File: config.mk
export PLATFORM = sky130hd
export DESIGN_NAME = dsomp_port
export DESIGN_NICKNAME = d
export VERILOG_FILES = /design/src/verilog/dsomp_pkg.sv /design/src/verilog/dsomp_region_match.sv /design/src/verilog/dsomp_port.sv
export SDC_FILE = /design/constraint.sdc
export NUM_CORES = 1
export LEC_CHECK = 0
export BUFFER_PORTS_ARGS = -buffer_cell sky130_fd_sc_hd__buf_2
export CELL_PAD_IN_SITES_DETAIL_PLACEMENT = 0
export CELL_PAD_IN_SITES_GLOBAL_PLACEMENT = 1
export CORE_MARGIN = 4
export CORE_UTILIZATION = 30
export DETAILED_ROUTE_END_ITERATION = 10
export MAX_ROUTING_LAYER = met4
export PLACE_DENSITY_LB_ADDON = 0.12
export SETUP_SLACK_MARGIN = 0.1
export SLEW_MARGIN = 0
export SYNTH_ARGS = -nofsm -noshare
export SYNTH_HDL_FRONTEND = slang
export SYNTH_SLANG_ARGS = --single-unit
File: constraint.sdc
create_clock -name mclk -period 1.5 [get_ports mclk]
set_input_delay 0.225 -clock mclk [delete_from_list [all_inputs] [get_ports mclk]]
set_output_delay 0.225 -clock mclk [all_outputs]
set_load 0.01 [all_outputs]
File: src/verilog/dsomp_pkg.sv
// dsomp_pkg: constants, field positions and carrier types of the data-side
// on-chip memory port. Assumes one memory-side clock and little-endian vectors
// (processor bit 0 is the most significant bit of a 32-bit address).
// Overview of operation
// - Enable pulses on every read and write.
// - Variable-latency variant: enable high one cycle.
// - Word address is processor bits 8 to 29.
// - Access starts only when top byte matches region.
// - Writes carry byte-lane enables with the address.
// - Variable-latency reads carry read-address-valid strobe.
// - Write data leaves on a 32-bit bus.
// - Write data valid one cycle, lane-qualified.
// - Four independent lanes, lane i governs byte i.
// - Byte enables pulse once; slave uses as qualifier.
// - Read-address-valid pulses one cycle per read.
// - Write-address-valid pulses one cycle per write.
// - Busy output mirrors control register bit two.
// - Earlier variant: no strobes, no completion handshake.
// - Next access may issue after completion.
// - Region register picks the 16 MB window.
package dsomp_pkg;

  localparam int unsigned ADDR_W      = 22;
  localparam int unsigned DATA_W      = 32;
  localparam int unsigned LANES       = 4;
  localparam int unsigned LANE_W      = 8;
  localparam int unsigned CPU_ADDR_W  = 32;
  localparam int unsigned WORD_LSB    = 2;   // processor bit 29
  localparam int unsigned WORD_MSB    = 23;  // processor bit 8
  localparam int unsigned REGION_LSB  = 24;  // processor bit 7
  localparam int unsigned REGION_MSB  = 31;  // processor bit 0
  localparam int unsigned REGION_W    = 8;
  localparam int unsigned CTRL_W      = 8;
  localparam int unsigned CTRL_BUSY   = 5;   // control bit 2 counted from the msb

  localparam logic [ADDR_W-1:0] ADDR_RST = 22'h000000;
  localparam logic [DATA_W-1:0] DATA_RST = 32'h00000000;
  localparam logic [LANES-1:0]  LANE_OFF = 4'h0;

  typedef enum logic [1:0] {
    ST_IDLE,
    ST_ISSUE,
    ST_WAIT
  } dsomp_state_t;

  // processor-side access request
  typedef struct packed {
    logic                  valid;
    logic                  write;
    logic [CPU_ADDR_W-1:0] addr;
    logic [LANES-1:0]      byteEn;
    logic [DATA_W-1:0]     wdata;
  } dsomp_req_t;

  // processor-side answer
  typedef struct packed {
    logic              valid;
    logic              miss;
    logic [DATA_W-1:0] data;
  } dsomp_rsp_t;

  // signals toward block RAM or the fabric slave
  typedef struct packed {
    logic              memAccessEnable;
    logic [ADDR_W-1:0] memWordAddress;
    logic [DATA_W-1:0] memWriteData;
    logic [LANES-1:0]  byteLaneWriteEnable;
    logic              readAddressValid;
    logic              writeAddressValid;
  } dsomp_mem_t;

  // complete state of the port
  typedef struct packed {
    dsomp_state_t state;
    dsomp_mem_t   mem;
    dsomp_rsp_t   rsp;
    logic         busy;
  } dsomp_regs_t;

endpackage

File: src/verilog/dsomp_region_match.sv
// dsomp_region_match: decides whether a processor address falls in the
// 16 MB window chosen by the region select value. Pure combinational logic.
`timescale 1ns/1ps
module dsomp_region_match #(
  parameter int unsigned REGION_W = 8
) (
  // compared fields
  input  wire logic [REGION_W-1:0] addrTop,
  input  wire logic [REGION_W-1:0] regionSelect,
  // decision
  output logic                     inRegion
);

  // top byte equality selects one of 256 windows of 16 MB
  assign inRegion = (addrTop == regionSelect);

endmodule

File: src/verilog/dsomp_port.sv
// dsomp_port: output side of the data-side on-chip memory controller. Takes one
// processor access at a time, drives it toward block RAM or a fabric slave and
// returns the answer. Assumes completion and read data come from logic on mclk.
`timescale 1ns/1ps
module dsomp_port
  import dsomp_pkg::*;
#(
  parameter bit VARIABLE_LATENCY = 1'b1
) (
  // clock, reset, enable
  input  wire logic                     mclk,
  input  wire logic                     sys_rst,
  input  wire logic                     ce,
  // configuration values
  input  wire logic [dsomp_pkg::REGION_W-1:0] dataRegionSelectReg,
  input  wire logic [dsomp_pkg::CTRL_W-1:0]   dataPortControlReg,
  // processor request and answer
  input  wire dsomp_pkg::dsomp_req_t    req,
  output logic                          reqReady,
  output dsomp_pkg::dsomp_rsp_t         rsp,
  // memory side
  output dsomp_pkg::dsomp_mem_t         mem,
  input  wire logic [dsomp_pkg::DATA_W-1:0]   memReadData,
  input  wire logic                     accessComplete,
  // fabric flag
  output logic                          softwareFlagOut
);
  import dsomp_pkg::*;

  dsomp_regs_t regs_ff;
  dsomp_regs_t nxt_regs;
  logic        inRegion;
  logic        take;
  logic        done;

  // region decode on processor bits 0 to 7
  dsomp_region_match #(
    .REGION_W (REGION_W)
  ) u_region (
    .addrTop      (req.addr[REGION_MSB:REGION_LSB]),
    .regionSelect (dataRegionSelectReg),
    .inRegion     (inRegion)
  );

  // a request is taken only from idle, so one access stays outstanding
  assign reqReady = (regs_ff.state == ST_IDLE);
  assign take     = req.valid && reqReady;

  // fixed latency: data is present the cycle after the enable pulse;
  // variable latency waits for the slave, which must never leave us hanging
  assign done = (regs_ff.state == ST_WAIT) &&
                (VARIABLE_LATENCY ? accessComplete : 1'b1);

  // next-state logic for the whole port
  always_comb begin
    nxt_regs           = regs_ff;
    nxt_regs.busy      = dataPortControlReg[CTRL_BUSY];
    nxt_regs.rsp.valid = 1'b0;
    // strobes are single-cycle: cleared unless this cycle issues
    nxt_regs.mem.memAccessEnable     = 1'b0;
    nxt_regs.mem.byteLaneWriteEnable = LANE_OFF;
    nxt_regs.mem.readAddressValid    = 1'b0;
    nxt_regs.mem.writeAddressValid   = 1'b0;
    unique case (regs_ff.state)
      ST_IDLE: begin
        if (take && inRegion) begin
          nxt_regs.state                = ST_ISSUE;
          nxt_regs.mem.memAccessEnable  = 1'b1;
          nxt_regs.mem.memWordAddress   = req.addr[WORD_MSB:WORD_LSB];
          nxt_regs.rsp.miss             = 1'b0;
          if (req.write) begin
            nxt_regs.mem.memWriteData        = req.wdata;
            nxt_regs.mem.byteLaneWriteEnable = req.byteEn;
            nxt_regs.mem.writeAddressValid   = VARIABLE_LATENCY;
          end else begin
            nxt_regs.mem.readAddressValid    = VARIABLE_LATENCY;
          end
        end else if (take) begin
          // outside the window: answered at once, memory untouched
          nxt_regs.rsp.valid = 1'b1;
          nxt_regs.rsp.miss  = 1'b1;
          nxt_regs.rsp.data  = DATA_RST;
        end
      end
      ST_ISSUE: begin
        nxt_regs.state = ST_WAIT;
      end
      ST_WAIT: begin
        if (done) begin
          nxt_regs.state     = ST_IDLE;
          nxt_regs.rsp.valid = 1'b1;
          nxt_regs.rsp.data  = memReadData;
        end
      end
      default: nxt_regs.state = ST_IDLE; // unused code falls back to idle, no lockup
    endcase
  end

  // single state register, frozen while the clock enable is low
  always_ff @(posedge mclk) begin
    if (sys_rst) begin
      regs_ff.state                   <= ST_IDLE;
      regs_ff.mem.memAccessEnable     <= 1'b0;
      regs_ff.mem.memWordAddress      <= ADDR_RST;
      regs_ff.mem.memWriteData        <= DATA_RST;
      regs_ff.mem.byteLaneWriteEnable <= LANE_OFF;
      regs_ff.mem.readAddressValid    <= 1'b0;
      regs_ff.mem.writeAddressValid   <= 1'b0;
      regs_ff.rsp.valid               <= 1'b0;
      regs_ff.rsp.miss                <= 1'b0;
      regs_ff.rsp.data                <= DATA_RST;
      regs_ff.busy                    <= 1'b0;
    end else if (ce) begin
      regs_ff <= nxt_regs;
    end
  end

  assign mem             = regs_ff.mem;
  assign rsp             = regs_ff.rsp;
  assign softwareFlagOut = regs_ff.busy;

  // enable never lasts beyond one active cycle
  a_enable_one_cycle: assert property (@(posedge mclk) disable iff (sys_rst)
    (mem.memAccessEnable && ce) |=> !mem.memAccessEnable)
    else $error("memory enable held longer than one cycle");

  // word address is the matching processor field of the taken request
  a_word_addr_map: assert property (@(posedge mclk) disable iff (sys_rst)
    (take && inRegion && ce) |=>
      (mem.memWordAddress == $past(req.addr[WORD_MSB:WORD_LSB])) && mem.memAccessEnable)
    else $error("word address does not match request");

  // an address outside the window never reaches memory
  a_region_gate: assert property (@(posedge mclk) disable iff (sys_rst)
    (take && !inRegion && ce) |=> !mem.memAccessEnable && rsp.valid && rsp.miss)
    else $error("out-of-region access reached memory");

  // read strobe only with enable and with lanes off
  a_read_strobe: assert property (@(posedge mclk) disable iff (sys_rst)
    mem.readAddressValid |->
      mem.memAccessEnable && (mem.byteLaneWriteEnable == LANE_OFF) && !mem.writeAddressValid)
    else $error("read strobe without enable or with lanes set");

  // write strobe accompanies the enable and the lanes of the request
  a_write_strobe: assert property (@(posedge mclk) disable iff (sys_rst)
    (take && inRegion && req.write && ce) |=>
      (mem.writeAddressValid == VARIABLE_LATENCY) &&
      (mem.byteLaneWriteEnable == $past(req.byteEn)) &&
      (mem.memWriteData == $past(req.wdata)))
    else $error("write strobe, lanes or data wrong");

  // lanes stay low whenever no access is on the bus
  a_lanes_idle: assert property (@(posedge mclk) disable iff (sys_rst)
    !mem.memAccessEnable |-> (mem.byteLaneWriteEnable == LANE_OFF))
    else $error("byte lanes active outside an access");

  // nothing new goes out while one access is pending
  a_one_outstanding: assert property (@(posedge mclk) disable iff (sys_rst)
    (regs_ff.state == ST_WAIT) |-> !mem.memAccessEnable && !reqReady)
    else $error("second access issued while one outstanding");

  // busy output follows the control bit one active cycle later
  a_busy_mirror: assert property (@(posedge mclk) disable iff (sys_rst)
    ce |=> (softwareFlagOut == $past(dataPortControlReg[CTRL_BUSY])))
    else $error("busy output does not mirror control bit");

  // completion in wait answers with the read data and frees the port
  a_complete_answer: assert property (@(posedge mclk) disable iff (sys_rst)
    (done && ce) |=> rsp.valid && reqReady && (rsp.data == $past(memReadData)))
    else $error("completion not answered");

  // the earlier variant never drives the address strobes
  a_variant_strobes: assert property (@(posedge mclk) disable iff (sys_rst)
    !VARIABLE_LATENCY |-> !mem.readAddressValid && !mem.writeAddressValid)
    else $error("address strobe in fixed-latency variant");

  // a taken read goes out with its enable, its strobe and every lane low
  a_read_issue: assert property (@(posedge mclk) disable iff (sys_rst)
    (take && inRegion && !req.write && ce) |=>
      mem.memAccessEnable && (mem.readAddressValid == VARIABLE_LATENCY) &&
      (mem.byteLaneWriteEnable == LANE_OFF))
    else $error("read issued without enable or strobe");

  // lanes qualify write data for one active cycle only
  a_lane_pulse: assert property (@(posedge mclk) disable iff (sys_rst)
    ((mem.byteLaneWriteEnable != LANE_OFF) && ce) |=> (mem.byteLaneWriteEnable == LANE_OFF))
    else $error("byte lanes held longer than one cycle");

  // single-cycle read strobe, so a slave may count strobes as accesses
  a_read_pulse: assert property (@(posedge mclk) disable iff (sys_rst)
    (mem.readAddressValid && ce) |=> !mem.readAddressValid)
    else $error("read strobe held longer than one cycle");

  // single-cycle write strobe for the same reason
  a_write_pulse: assert property (@(posedge mclk) disable iff (sys_rst)
    (mem.writeAddressValid && ce) |=> !mem.writeAddressValid)
    else $error("write strobe held longer than one cycle");

  // a write strobe always travels with the enable, never with a read strobe
  a_write_qualify: assert property (@(posedge mclk) disable iff (sys_rst)
    mem.writeAddressValid |-> mem.memAccessEnable && !mem.readAddressValid)
    else $error("write strobe without enable");

  // once an access is on the bus the port refuses the next request
  a_issue_holds: assert property (@(posedge mclk) disable iff (sys_rst)
    (mem.memAccessEnable && ce) |=> !reqReady)
    else $error("request accepted while an access is on the bus");

  // fixed latency: the answer comes two active cycles after the enable
  a_fixed_latency: assert property (@(posedge mclk) disable iff (sys_rst)
    (!VARIABLE_LATENCY && mem.memAccessEnable && ce) ##1 ce |=> rsp.valid)
    else $error("fixed-latency answer late");

  // a low clock enable holds every flop, strobes included
  a_ce_freeze: assert property (@(posedge mclk) disable iff (sys_rst)
    !ce |=> (regs_ff == $past(regs_ff)))
    else $error("state moved while clock enable low");

  // reset leaves the bus quiet and the port ready
  a_reset_quiet: assert property (@(posedge mclk)
    sys_rst |=> !mem.memAccessEnable && !rsp.valid && reqReady && !softwareFlagOut &&
      (mem.byteLaneWriteEnable == LANE_OFF))
    else $error("outputs active after reset");

endmodule

Yosys cells after proc, flatten, opt, wreduce, memory -nomap -nowiden
Cells that the tools add are included.
{"block": "totals", "ff_bits": 98, "input_bits": 122, "out_inout_bits": 97, "word_cells": 44}
{"block": "classes", "n_eq_ne": 7, "mux": 15, "reduce_logical": 11}
{"op": "$mux W32", "n": 2}
{"op": "$pmux W32 S2", "n": 1}
{"op": "$mux W63", "n": 1}
{"op": "$mux W61", "n": 1}
{"op": "$mux W36", "n": 1}
{"op": "$mux W34", "n": 1}
{"op": "$reduce_and A3 Y1", "n": 3}
{"op": "$eq A8 B8 Y1", "n": 1}
{"op": "$pmux W2 S3", "n": 1}
{"op": "$mux W1", "n": 5}
{"op": "$reduce_and A5 Y1", "n": 1}
{"op": "$ne A2 B1 Y1 const B", "n": 2}
{"op": "$ne A2 B2 Y1 const B", "n": 2}
{"op": "$reduce_and A4 Y1", "n": 1}
{"op": "$reduce_bool A2 Y1", "n": 2}
{"op": "$logic_and A1 B1 Y1", "n": 3}
{"op": "$eq A2 B1 Y1 const B", "n": 1}
{"op": "$eq A2 B2 Y1 const B", "n": 1}
{"op": "$logic_not A2 Y1", "n": 1}
{"op": "$mux W2", "n": 1}
{"op": "$pmux W1 S2", "n": 1}

Logic depth before layout (Yosys ltp)
Gate-level depths: netlist (run 1).
{"block": "logic_depth", "depth_word": 5, "depth_mapped": 7}

By module
A second synthesis (run 1) with hierarchy kept.
{"block": "unflattened", "hier_cells": 518, "hier_area_um2": 4745.8}
{"mod": "dsomp_port", "n_inst": 1, "cells_per_inst": 507, "area_each_um2": 4659.5}
{"mod": "dsomp_region_match", "n_inst": 1, "cells_per_inst": 11, "area_each_um2": 86.3}

Least setup slack after synthesis (run 1)
Ideal clock, no wire load.
{"block": "synth_timing", "path_kind": "register -> register", "start": "reg regs_ff[97] (netlist bit)", "end": "reg, netlist name mem[40]", "setup_time_ns": 0.128, "t_arrival_ns": 1.475, "setup_slack_ns": -0.103, "stages_incl_launch_ff": 8, "cell_sequence": "dfxtp_1 -> nor3b_1 -> nand4_1 -> nor3_2 -> buf_4 -> buf_6 -> mux2i_1 -> nor2_1"}
{"block": "synth_via", "elab_chain_cells": 4}
{"element": "start, declared", "line": "dsomp_port.sv:30", "source": "dsomp_regs_t regs_ff;"}
{"element": "start signal, assigned", "line": "dsomp_port.sv:114", "source": "regs_ff <= nxt_regs;"}
{"element": "$logic_not A2 Y1 *", "line": "dsomp_port.sv:46, dsomp_port.sv:64"}
{"element": "$logic_and A1 B1 Y1", "line": "dsomp_port.sv:47", "source": "assign take = req.valid && reqReady;"}
{"element": "$logic_and A1 B1 Y1", "line": "dsomp_port.sv:66", "source": "if (take && inRegion) begin"}
{"element": "$reduce_and A3 Y1 (no source line) *"}
Every way passes the cells marked *; elsewhere a longest branch is shown, timed or not.
A chain may end at the register's enable or synchronous reset.

Worst setup path in the final report (run 1)
{"block": "layout_timing", "start": "reg regs_ff[96] (netlist bit)", "end": "reg, netlist name mem[41]"}
{"block": "layout_via", "elab_chain_cells": 4}
{"element": "$logic_not A2 Y1 *", "line": "dsomp_port.sv:46, dsomp_port.sv:64"}
{"element": "$logic_and A1 B1 Y1", "line": "dsomp_port.sv:47"}
{"element": "$logic_and A1 B1 Y1", "line": "dsomp_port.sv:66"}
{"element": "$reduce_and A3 Y1 (no source line) *"}
Marked as above.

==> results of run 1 <==
final timing paths:
check	end	slack (ps)	startpoint	depth (start not counted)
worst min register to register	mem[4]	460	mem[4]	2
worst min-delay path	rsp[8]	90	memReadData[8]	2
worst max-delay path	mem[41]	-190	regs_ff[96]	8
worst max register to register	mem[41]	-190	regs_ff[96]	8
worst max-delay path, delay by kind of cell (launching register included):
family,cells,cell delay [ps]
DFF,1,330
and+or+nand+nor,4,550
buffers and inverters,3,500
muxes,1,200
cell usage in the layout (no fill, tap or decap), types with 2 or more instances in the layout:
| cell | synthesis | layout |
|---|---|---|
| sky130_fd_sc_hd__a21bo_1 | 32 | 32 |
| sky130_fd_sc_hd__inv_6 | 0 | 2 |
| sky130_fd_sc_hd__xnor2_1 | 8 | 8 |
| sky130_fd_sc_hd__mux2i_1 | 23 | 22 |
| sky130_fd_sc_hd__clkinvlp_4 | 0 | 2 |
| sky130_fd_sc_hd__nor2_1 | 29 | 29 |
| sky130_fd_sc_hd__inv_8 | 0 | 2 |
| sky130_fd_sc_hd__a21oi_2 | 0 | 3 |
| sky130_fd_sc_hd__nand2b_1 | 2 | 2 |
| sky130_fd_sc_hd__a22o_1 | 32 | 32 |
| sky130_fd_sc_hd__clkbuf_16 | 0 | 10 |
| sky130_fd_sc_hd__dfxtp_1 | 98 | 97 |
| sky130_fd_sc_hd__buf_12 | 0 | 7 |
| sky130_fd_sc_hd__buf_6 | 5 | 4 |
| sky130_fd_sc_hd__nand2_1 | 9 | 9 |
| sky130_fd_sc_hd__buf_2 | 1 | 209 |
| sky130_fd_sc_hd__nand3_1 | 39 | 38 |
| sky130_fd_sc_hd__buf_4 | 100 | 13 |
| sky130_fd_sc_hd__a21oi_1 | 41 | 38 |
synthesized netlist by cell type:
library cell               number  area [um^2]
sky130_fd_sc_hd__a21bo_1       32          320
sky130_fd_sc_hd__a22oi_1        1         7.51
sky130_fd_sc_hd__nor3b_1        1         7.51
sky130_fd_sc_hd__nand4_1        1         6.26
sky130_fd_sc_hd__or3_4          1         11.3
sky130_fd_sc_hd__xnor2_1        8         70.1
sky130_fd_sc_hd__a22o_1        32          280
sky130_fd_sc_hd__nor3_2         1         10.0
sky130_fd_sc_hd__nand2_1        9         33.8
sky130_fd_sc_hd__buf_2          1         5.00
sky130_fd_sc_hd__mux2i_1       23          230
sky130_fd_sc_hd__o21ba_2        1         10.0
sky130_fd_sc_hd__buf_6          5         56.3
sky130_fd_sc_hd__inv_1          1         3.75
sky130_fd_sc_hd__nor2_1        29          109
sky130_fd_sc_hd__buf_4        100          751
sky130_fd_sc_hd__a21oi_4        1         16.3
sky130_fd_sc_hd__nor3_1         2         10.0
sky130_fd_sc_hd__o41ai_1        1         8.76
sky130_fd_sc_hd__nand2b_1       2         12.5
sky130_fd_sc_hd__buf_1          2         7.51
sky130_fd_sc_hd__o21ai_0        1         5.00
sky130_fd_sc_hd__clkbuf_1      19         71.3
sky130_fd_sc_hd__clkinv_1       1         3.75
sky130_fd_sc_hd__a21oi_1       41          205
sky130_fd_sc_hd__nand3_1       39          195
sky130_fd_sc_hd__dfxtp_1       98         1960
cell families (layout without fill, tap and decap cells):
kind of cell | after synthesis | in the layout | share of synthesized area [%]
flops | 98 | 98 | 44.5
mux | 23 | 23 | 5.22
compound gates | 110 | 110 | 19.4
simple gates | 85 | 85 | 8.97
buf+inv | 129 | 254 | 20.4
xor+xnor | 8 | 8 | 1.59
through the flow:
stage               std cells  setup slack, ps  util, %
finish                    762             -187     37.9
global route              762             -328     37.9
CTS                       760             -218     37.4
detailed placement        742             -244     35.1
global placement          742             -215     35.1
floorplan                 453            -53.5        -
power groups by stage:
| stage | Combinational (uW) | Clock (uW) | Sequential (uW) |
|---|---|---|---|
| detailed placement | 340 | 0 | 2670 |
| CTS | 344 | 2370 | 2610 |
| global route | 375 | 2460 | 2610 |
| floorplan | 135 | 0 | 2670 |
| global placement | 336 | 0 | 2670 |
| finish | 339 | 2250 | 2610 |
state kept, by name, indices dropped and copies added, names as in the netlist:
register,cells
rsp,34
regs_ff,2
softwareFlagOut,1
mem,61
routing by layer:
metal | GRT usage [%] | wire, um | vias to the layer above
met5 | - | 0 | -
li1 | - | - | 1701
met2 | 21.0 | 5390 | 120
met1 | 15.9 | 4870 | 1597
met4 | 4.26 | 139 | 0
met3 | 3.87 | 800 | 8
area by class of cell:
cell class | instances | share of cell area [%]
Sequential cell | 98 | 35.8
Inverter | 2 | 0.137
Timing Repair Buffer | 236 | 25.5
Clock inverter | 7 | 1.10
Clock buffer | 9 | 4.11
Multi-Input combinational cell | 226 | 29.2
Tap cell | 184 | 4.20
what timing repair did:
| item | CTS | global route |
|---|---|---|
| cloned | 0 | 1 |
| pin swaps | 0 | 1 |
| gates resized for setup | 7 | 7 |
| setup buffers | 3 | 2 |
| setup endpoints to repair | 96 | 96 |
==> out/results.txt, run 1 <==
Run status: finished with violations
Violations in the final reports: setup timing
Setup violators final: 94
Most frequent cell on the critical path: sky130_fd_sc_hd__buf_12
Share of synthesized area occupied by flip-flops and latches: 44.5%
CTS H-Tree Depth: 3
Setup repair after global routing missed its margin: yes
Clk slew on worst S/H paths: 70 ps
Number of global-route vias before repair: 3,265
Net switching power figure: 1260 uW
Worst slack on hold paths: 88.0 ps
Max Cap Violations: 0
Average wire per standard cell: 14.7 um
Logic gate share of total power: 6.5%
Combined area of the multi-input logic cells: 1600 um^2
Max_slew headroom: 74.2%
Detailed placer's ending HPWL: 7.97 mm
Power density normalized to cell area: 948 nW/um^2
First-pass GRT wire length: 16.8 mm
Sequential power share: 50.2%
TritonCTS buffer count: 9
Maximum fanout count along the critical path: 9
Worst Setup End Kind: flip-flop
Post-layout power: 5190 uW
Number of warnings reported in the yosys synthesis log: 0
CP Class: reg2reg
Core footprint: 14,500 um^2
Switching part of the total: 24.2%
Final Hold Violating Endpoints: 0
Fill cell count: 1,511
Path class of the lowest-slack min-delay path: in2reg
Routed via count divided by cell count: 4.50
Sum of negative setup slack: -13,510 ps
Critical path required time: 1720 ps
Total placed instance area: 5080 um^2
P&R area growth vs syn: 24.3%
Antenna Violating Nets Remaining: 0
Synthesized area: 4410 um^2
Arrival time of the worst setup path: 1910 ps
Maximum ir drop on the vdd rail: 0.649 mV
IO buf count: 209
Die area: 16,700 um^2
Clock insertion delay at the later pin of the skew report: 350 ps
Avg Inst Size Synth: 9.73 um^2
Maximum clock frequency: 593 MHz
Site row count: 44
Measured slew at the worst slew-check pin: 387 ps
Gate Count Post-Synth: 453
Post-cts hold buffer count: 0
Flops & latches, synth: 98
Worst setup slack after layout: -187 ps
Final Max Tran Viols: 0
Sequential cell area: 1960 um^2
Kind of start point of the critical path: flip-flop
Placer Congestion: 0.755
I/O pin total: 219
Initial antenna violation count: 0
Root Driver: sky130_fd_sc_hd__clkbuf_16
CTS tree: done
Y dimension of the die: 129 um
Part of the power in the clock network: 43.3%
Final worst path period share: 112%
Number of distinct library cell variants in the gate-level netlist after synthesis: 27
Remaining design rule violation count: 0
Clk buf depth: 2
Net count, final: 695
Remaining Overflow, GRT: 0
Total leakage power: 0.00253 uW
Slowest Stage Delay on Critical Path: 330 ps
Routed via count: 3,426
Maximum number of pins on one net before global-route repair: 39
Initial drt markers: 125
Chain of cells forming the critical path: nor3b_2, nand4_1, buf_4, nor3_4, buf_12, buf_12, mux2i_1, nor2_1
Die Width: 129 um
Fin area: 5480 um^2
Number of antenna diodes: 0
Critical path's slowest cell: sky130_fd_sc_hd__dfxtp_2
Layout cells sized above 1: 46.0%
Int Pwr: 3940 uW
Net count after synthesis: 575
Final wirelength: 11.2 mm
Global-route usage over all layers: 13.1%
CTS Sinks: 98
Final critical-path required period: 1690 ps
Final worst clock skew: 5.26 ps
Starting utilization of the core area: 30.5%
First-pass iteration count of the detailed router: 4
No activity file was read; power rests on OpenSTA's default activity.
==> run 2, diff against run 1 <==
--- a/config.mk
+++ b/config.mk
@@ -8,7 +8,8 @@
 export BUFFER_PORTS_ARGS = -buffer_cell sky130_fd_sc_hd__buf_2
 export CELL_PAD_IN_SITES_DETAIL_PLACEMENT = 0
 export CELL_PAD_IN_SITES_GLOBAL_PLACEMENT = 1
-export CORE_MARGIN = 4
+export CORE_ASPECT_RATIO = 0.8
+export CORE_MARGIN = 1
 export CORE_UTILIZATION = 30
 export DETAILED_ROUTE_END_ITERATION = 10
 export MAX_ROUTING_LAYER = met4
==> run 2 against run 1 <==
The flow still finishes with violations (setup timing). Die area decreased by 9.0%. Maximum frequency shrank 2.3%. Worst hold slack better by 11 ps. Sequential power about the same. Count of clock-buffer cells in the layout increased by 1. Register-to-register slack worse by 40 ps. Combinational power grew 11%. Global-route usage grew 0.90 points. Largest power group unchanged. Largest cell class unchanged.
==> out/results.txt, run 2 (same netlist as run 1, synthesis figures left out) <==
Run status: finished with violations (unchanged)
Violations in the final reports: setup timing (unchanged)
Final Max Tran Viols: 0 (unchanged)
Placer Congestion: 0.744 (was 0.755)
Critical path required time: 1780 ps (was 1720 ps)
Worst setup slack after layout: -227 ps (was -187 ps)
Detailed placer's ending HPWL: 7.36 mm (was 7.97 mm)
P&R area growth vs syn: 27.4% (was 24.3%)
Root Driver: sky130_fd_sc_hd__clkbuf_16 (unchanged)
Final worst clock skew: 6.42 ps (was 5.26 ps)
Net count, final: 699 (was 695)
CTS tree: done (unchanged)
CTS Sinks: 98 (unchanged)
Die area: 15,200 um^2 (was 16,700 um^2)
Worst Setup End Kind: flip-flop (unchanged)
CP Class: reg2reg (unchanged)
Setup violators final: 95 (was 94)
Y dimension of the die: 110 um (was 129 um)
Path class of the lowest-slack min-delay path: in2reg (unchanged)
Total placed instance area: 5060 um^2 (was 5080 um^2)
Die Width: 138 um (was 129 um)
Max_slew headroom: 68.9% (was 74.2%)
Commonest non-fill, non-tap cell in the layout: sky130_fd_sc_hd__buf_2 (unchanged)
Clock insertion delay at the later pin of the skew report: 340 ps (was 350 ps)
Number of antenna diodes: 0 (unchanged)
Arrival time of the worst setup path: 2010 ps (was 1910 ps)
Final critical-path required period: 1730 ps (was 1690 ps)
Maximum ir drop on the vdd rail: 0.545 mV (was 0.649 mV)
Met1 Wirelength: 5.38 mm (was 4.87 mm)
Fin area: 5620 um^2 (was 5480 um^2)
Site row count: 39 (was 44)
CTS H-Tree Depth: 3 (unchanged)
Antenna Violating Nets Remaining: 0 (unchanged)
Layout cells sized above 1: 46.0% (about the same)
Sum of negative setup slack: -16,180 ps (was -13,510 ps)
Remaining Overflow, GRT: 0 (unchanged)
Routed via count divided by cell count: 4.44 (was 4.50)
Total leakage power: 0.00259 uW (was 0.00253 uW)
Final Hold Violating Endpoints: 0 (unchanged)
Remaining design rule violation count: 0 (unchanged)
Max reg flops: 61 (unchanged)
Maximum fanout count along the critical path: 8 (was 9)
Post-cts hold buffer count: 0 (unchanged)
Number of global-route vias before repair: 3,283 (was 3,265)
First-pass iteration count of the detailed router: 4 (unchanged)
IO buf count: 209 (unchanged)
Power density normalized to cell area: 972 nW/um^2 (was 948 nW/um^2)
TritonCTS buffer count: 9 (unchanged)
Largest registers in the final layout: mem x61, rsp x34, regs_ff x2 (unchanged)
Global-route usage over all layers: 14.0% (was 13.1%)
Final cell utilization of the core: 39.3% (was 37.9%)
Max Cap Violations: 0 (unchanged)
Post-place setup slack: -240 ps (was -244 ps)
Final wirelength: 10.9 mm (was 11.2 mm)
Setup repair after global routing missed its margin: yes (unchanged)
Register bank with the most flops: mem (unchanged)
Met3 wirelength from detailed routing: 678 um (was 800 um)
Maximum number of pins on one net before global-route repair: 66 (was 39)
First-pass GRT wire length: 16.4 mm (was 16.8 mm)
Measured slew at the worst slew-check pin: 467 ps (was 387 ps)
Initial antenna violation count: 0 (unchanged)
Met2 wire length: 4.71 mm (was 5.39 mm)
Average wire per standard cell: 14.2 um (was 14.7 um)
Core footprint: 14,300 um^2 (was 14,500 um^2)
Clk buf depth: 2 (unchanged)
Final worst path period share: 115% (was 112%)
Kind of start point of the critical path: flip-flop (unchanged)
Commonest cells after routing, fill and taps aside: sky130_fd_sc_hd__buf_2, sky130_fd_sc_hd__dfxtp_1, sky130_fd_sc_hd__a21oi_1 (was sky130_fd_sc_hd__buf_2, sky130_fd_sc_hd__dfxtp_1, sky130_fd_sc_hd__nand3_1, sky130_fd_sc_hd__a21oi_1)
I/O pin total: 219 (unchanged)
Maximum clock frequency: 579 MHz (was 593 MHz)
Clk slew on worst S/H paths: 70 ps (about the same)
Routed via count: 3,402 (was 3,426)
Starting utilization of the core area: 30.8% (was 30.5%)
Uppermost signal routing layer after detailed routing: met4 (unchanged)
Post-layout power: 5460 uW (was 5190 uW)
Initial drt markers: 95 (was 125)
[run 2: cell count changes in the layout (fill, tap and decap cells not counted), moves of 2 or more]
cell                         before  now
sky130_fd_sc_hd__a21oi_1         38   40
sky130_fd_sc_hd__a21oi_2          3    1
sky130_fd_sc_hd__buf_6            4    6
sky130_fd_sc_hd__bufinv_16        0    2
sky130_fd_sc_hd__clkbuf_16       10   14
sky130_fd_sc_hd__clkinvlp_4       2    0
sky130_fd_sc_hd__inv_6            2    0
[run 2: final timing paths]
path,from,endpoint,slack [ps],cells after the start
min,memReadData[12],rsp[12],100,2
max reg2reg,regs_ff[96],rsp[23],-230,7
max,regs_ff[96],rsp[23],-230,7
min reg2reg,mem[2],mem[2],460,2
[run 2: report_power, final]
| group | switching, uW | total (uW) | internal (uW) |
|---|---|---|---|
| clock network | 1010 | 2480 | 1470 |
| registers | 3.18 | 2610 | 2610 |
| logic | 178 | 375 | 196 |
[run 2: layout make-up]
cell class	count	area [um^2]
Clock buffer	10	229
Clock inverter	6	90.1
Fill cell	1449	8680
Inverter	2	7.51
Multi-Input combinational cell	226	1600
Sequential cell	98	1960
Tap cell	184	230
Timing Repair Buffer	240	1500
[run 2: critical path, stage by stage, from the launching register on]
cell,delay [ps]
sky130_fd_sc_hd__dfxtp_2,320
sky130_fd_sc_hd__nor3b_2,170
sky130_fd_sc_hd__nand4_1,140
sky130_fd_sc_hd__or3_4,440
sky130_fd_sc_hd__a21oi_4,190
sky130_fd_sc_hd__buf_6,140
sky130_fd_sc_hd__clkbuf_16,150
sky130_fd_sc_hd__a22o_1,130
[run 2: metrics by stage]
stage                     std cells  hold WS, ps
final                           766         98.8
after global placement          741          441
after floorplan                 453          358
after global routing            766         89.4
after detailed placement        741          447
after CTS                       761         83.8
[run 2: timing repair]
action / 4_1_cts / 5_1_grt
cloned: 1 / 5
buffers inserted: 3 / 1
resized for setup: 4 / 11
pin swaps: 2 / 9
endpoints found under the setup margin: 96 / 96
[run 2: routing by layer]
metal	vias to the layer above	GRT usage [%]
met5	-	-
met4	0	4.32
met3	13	3.49
met2	122	21.0
met1	1561	18.4
li1	1706	-
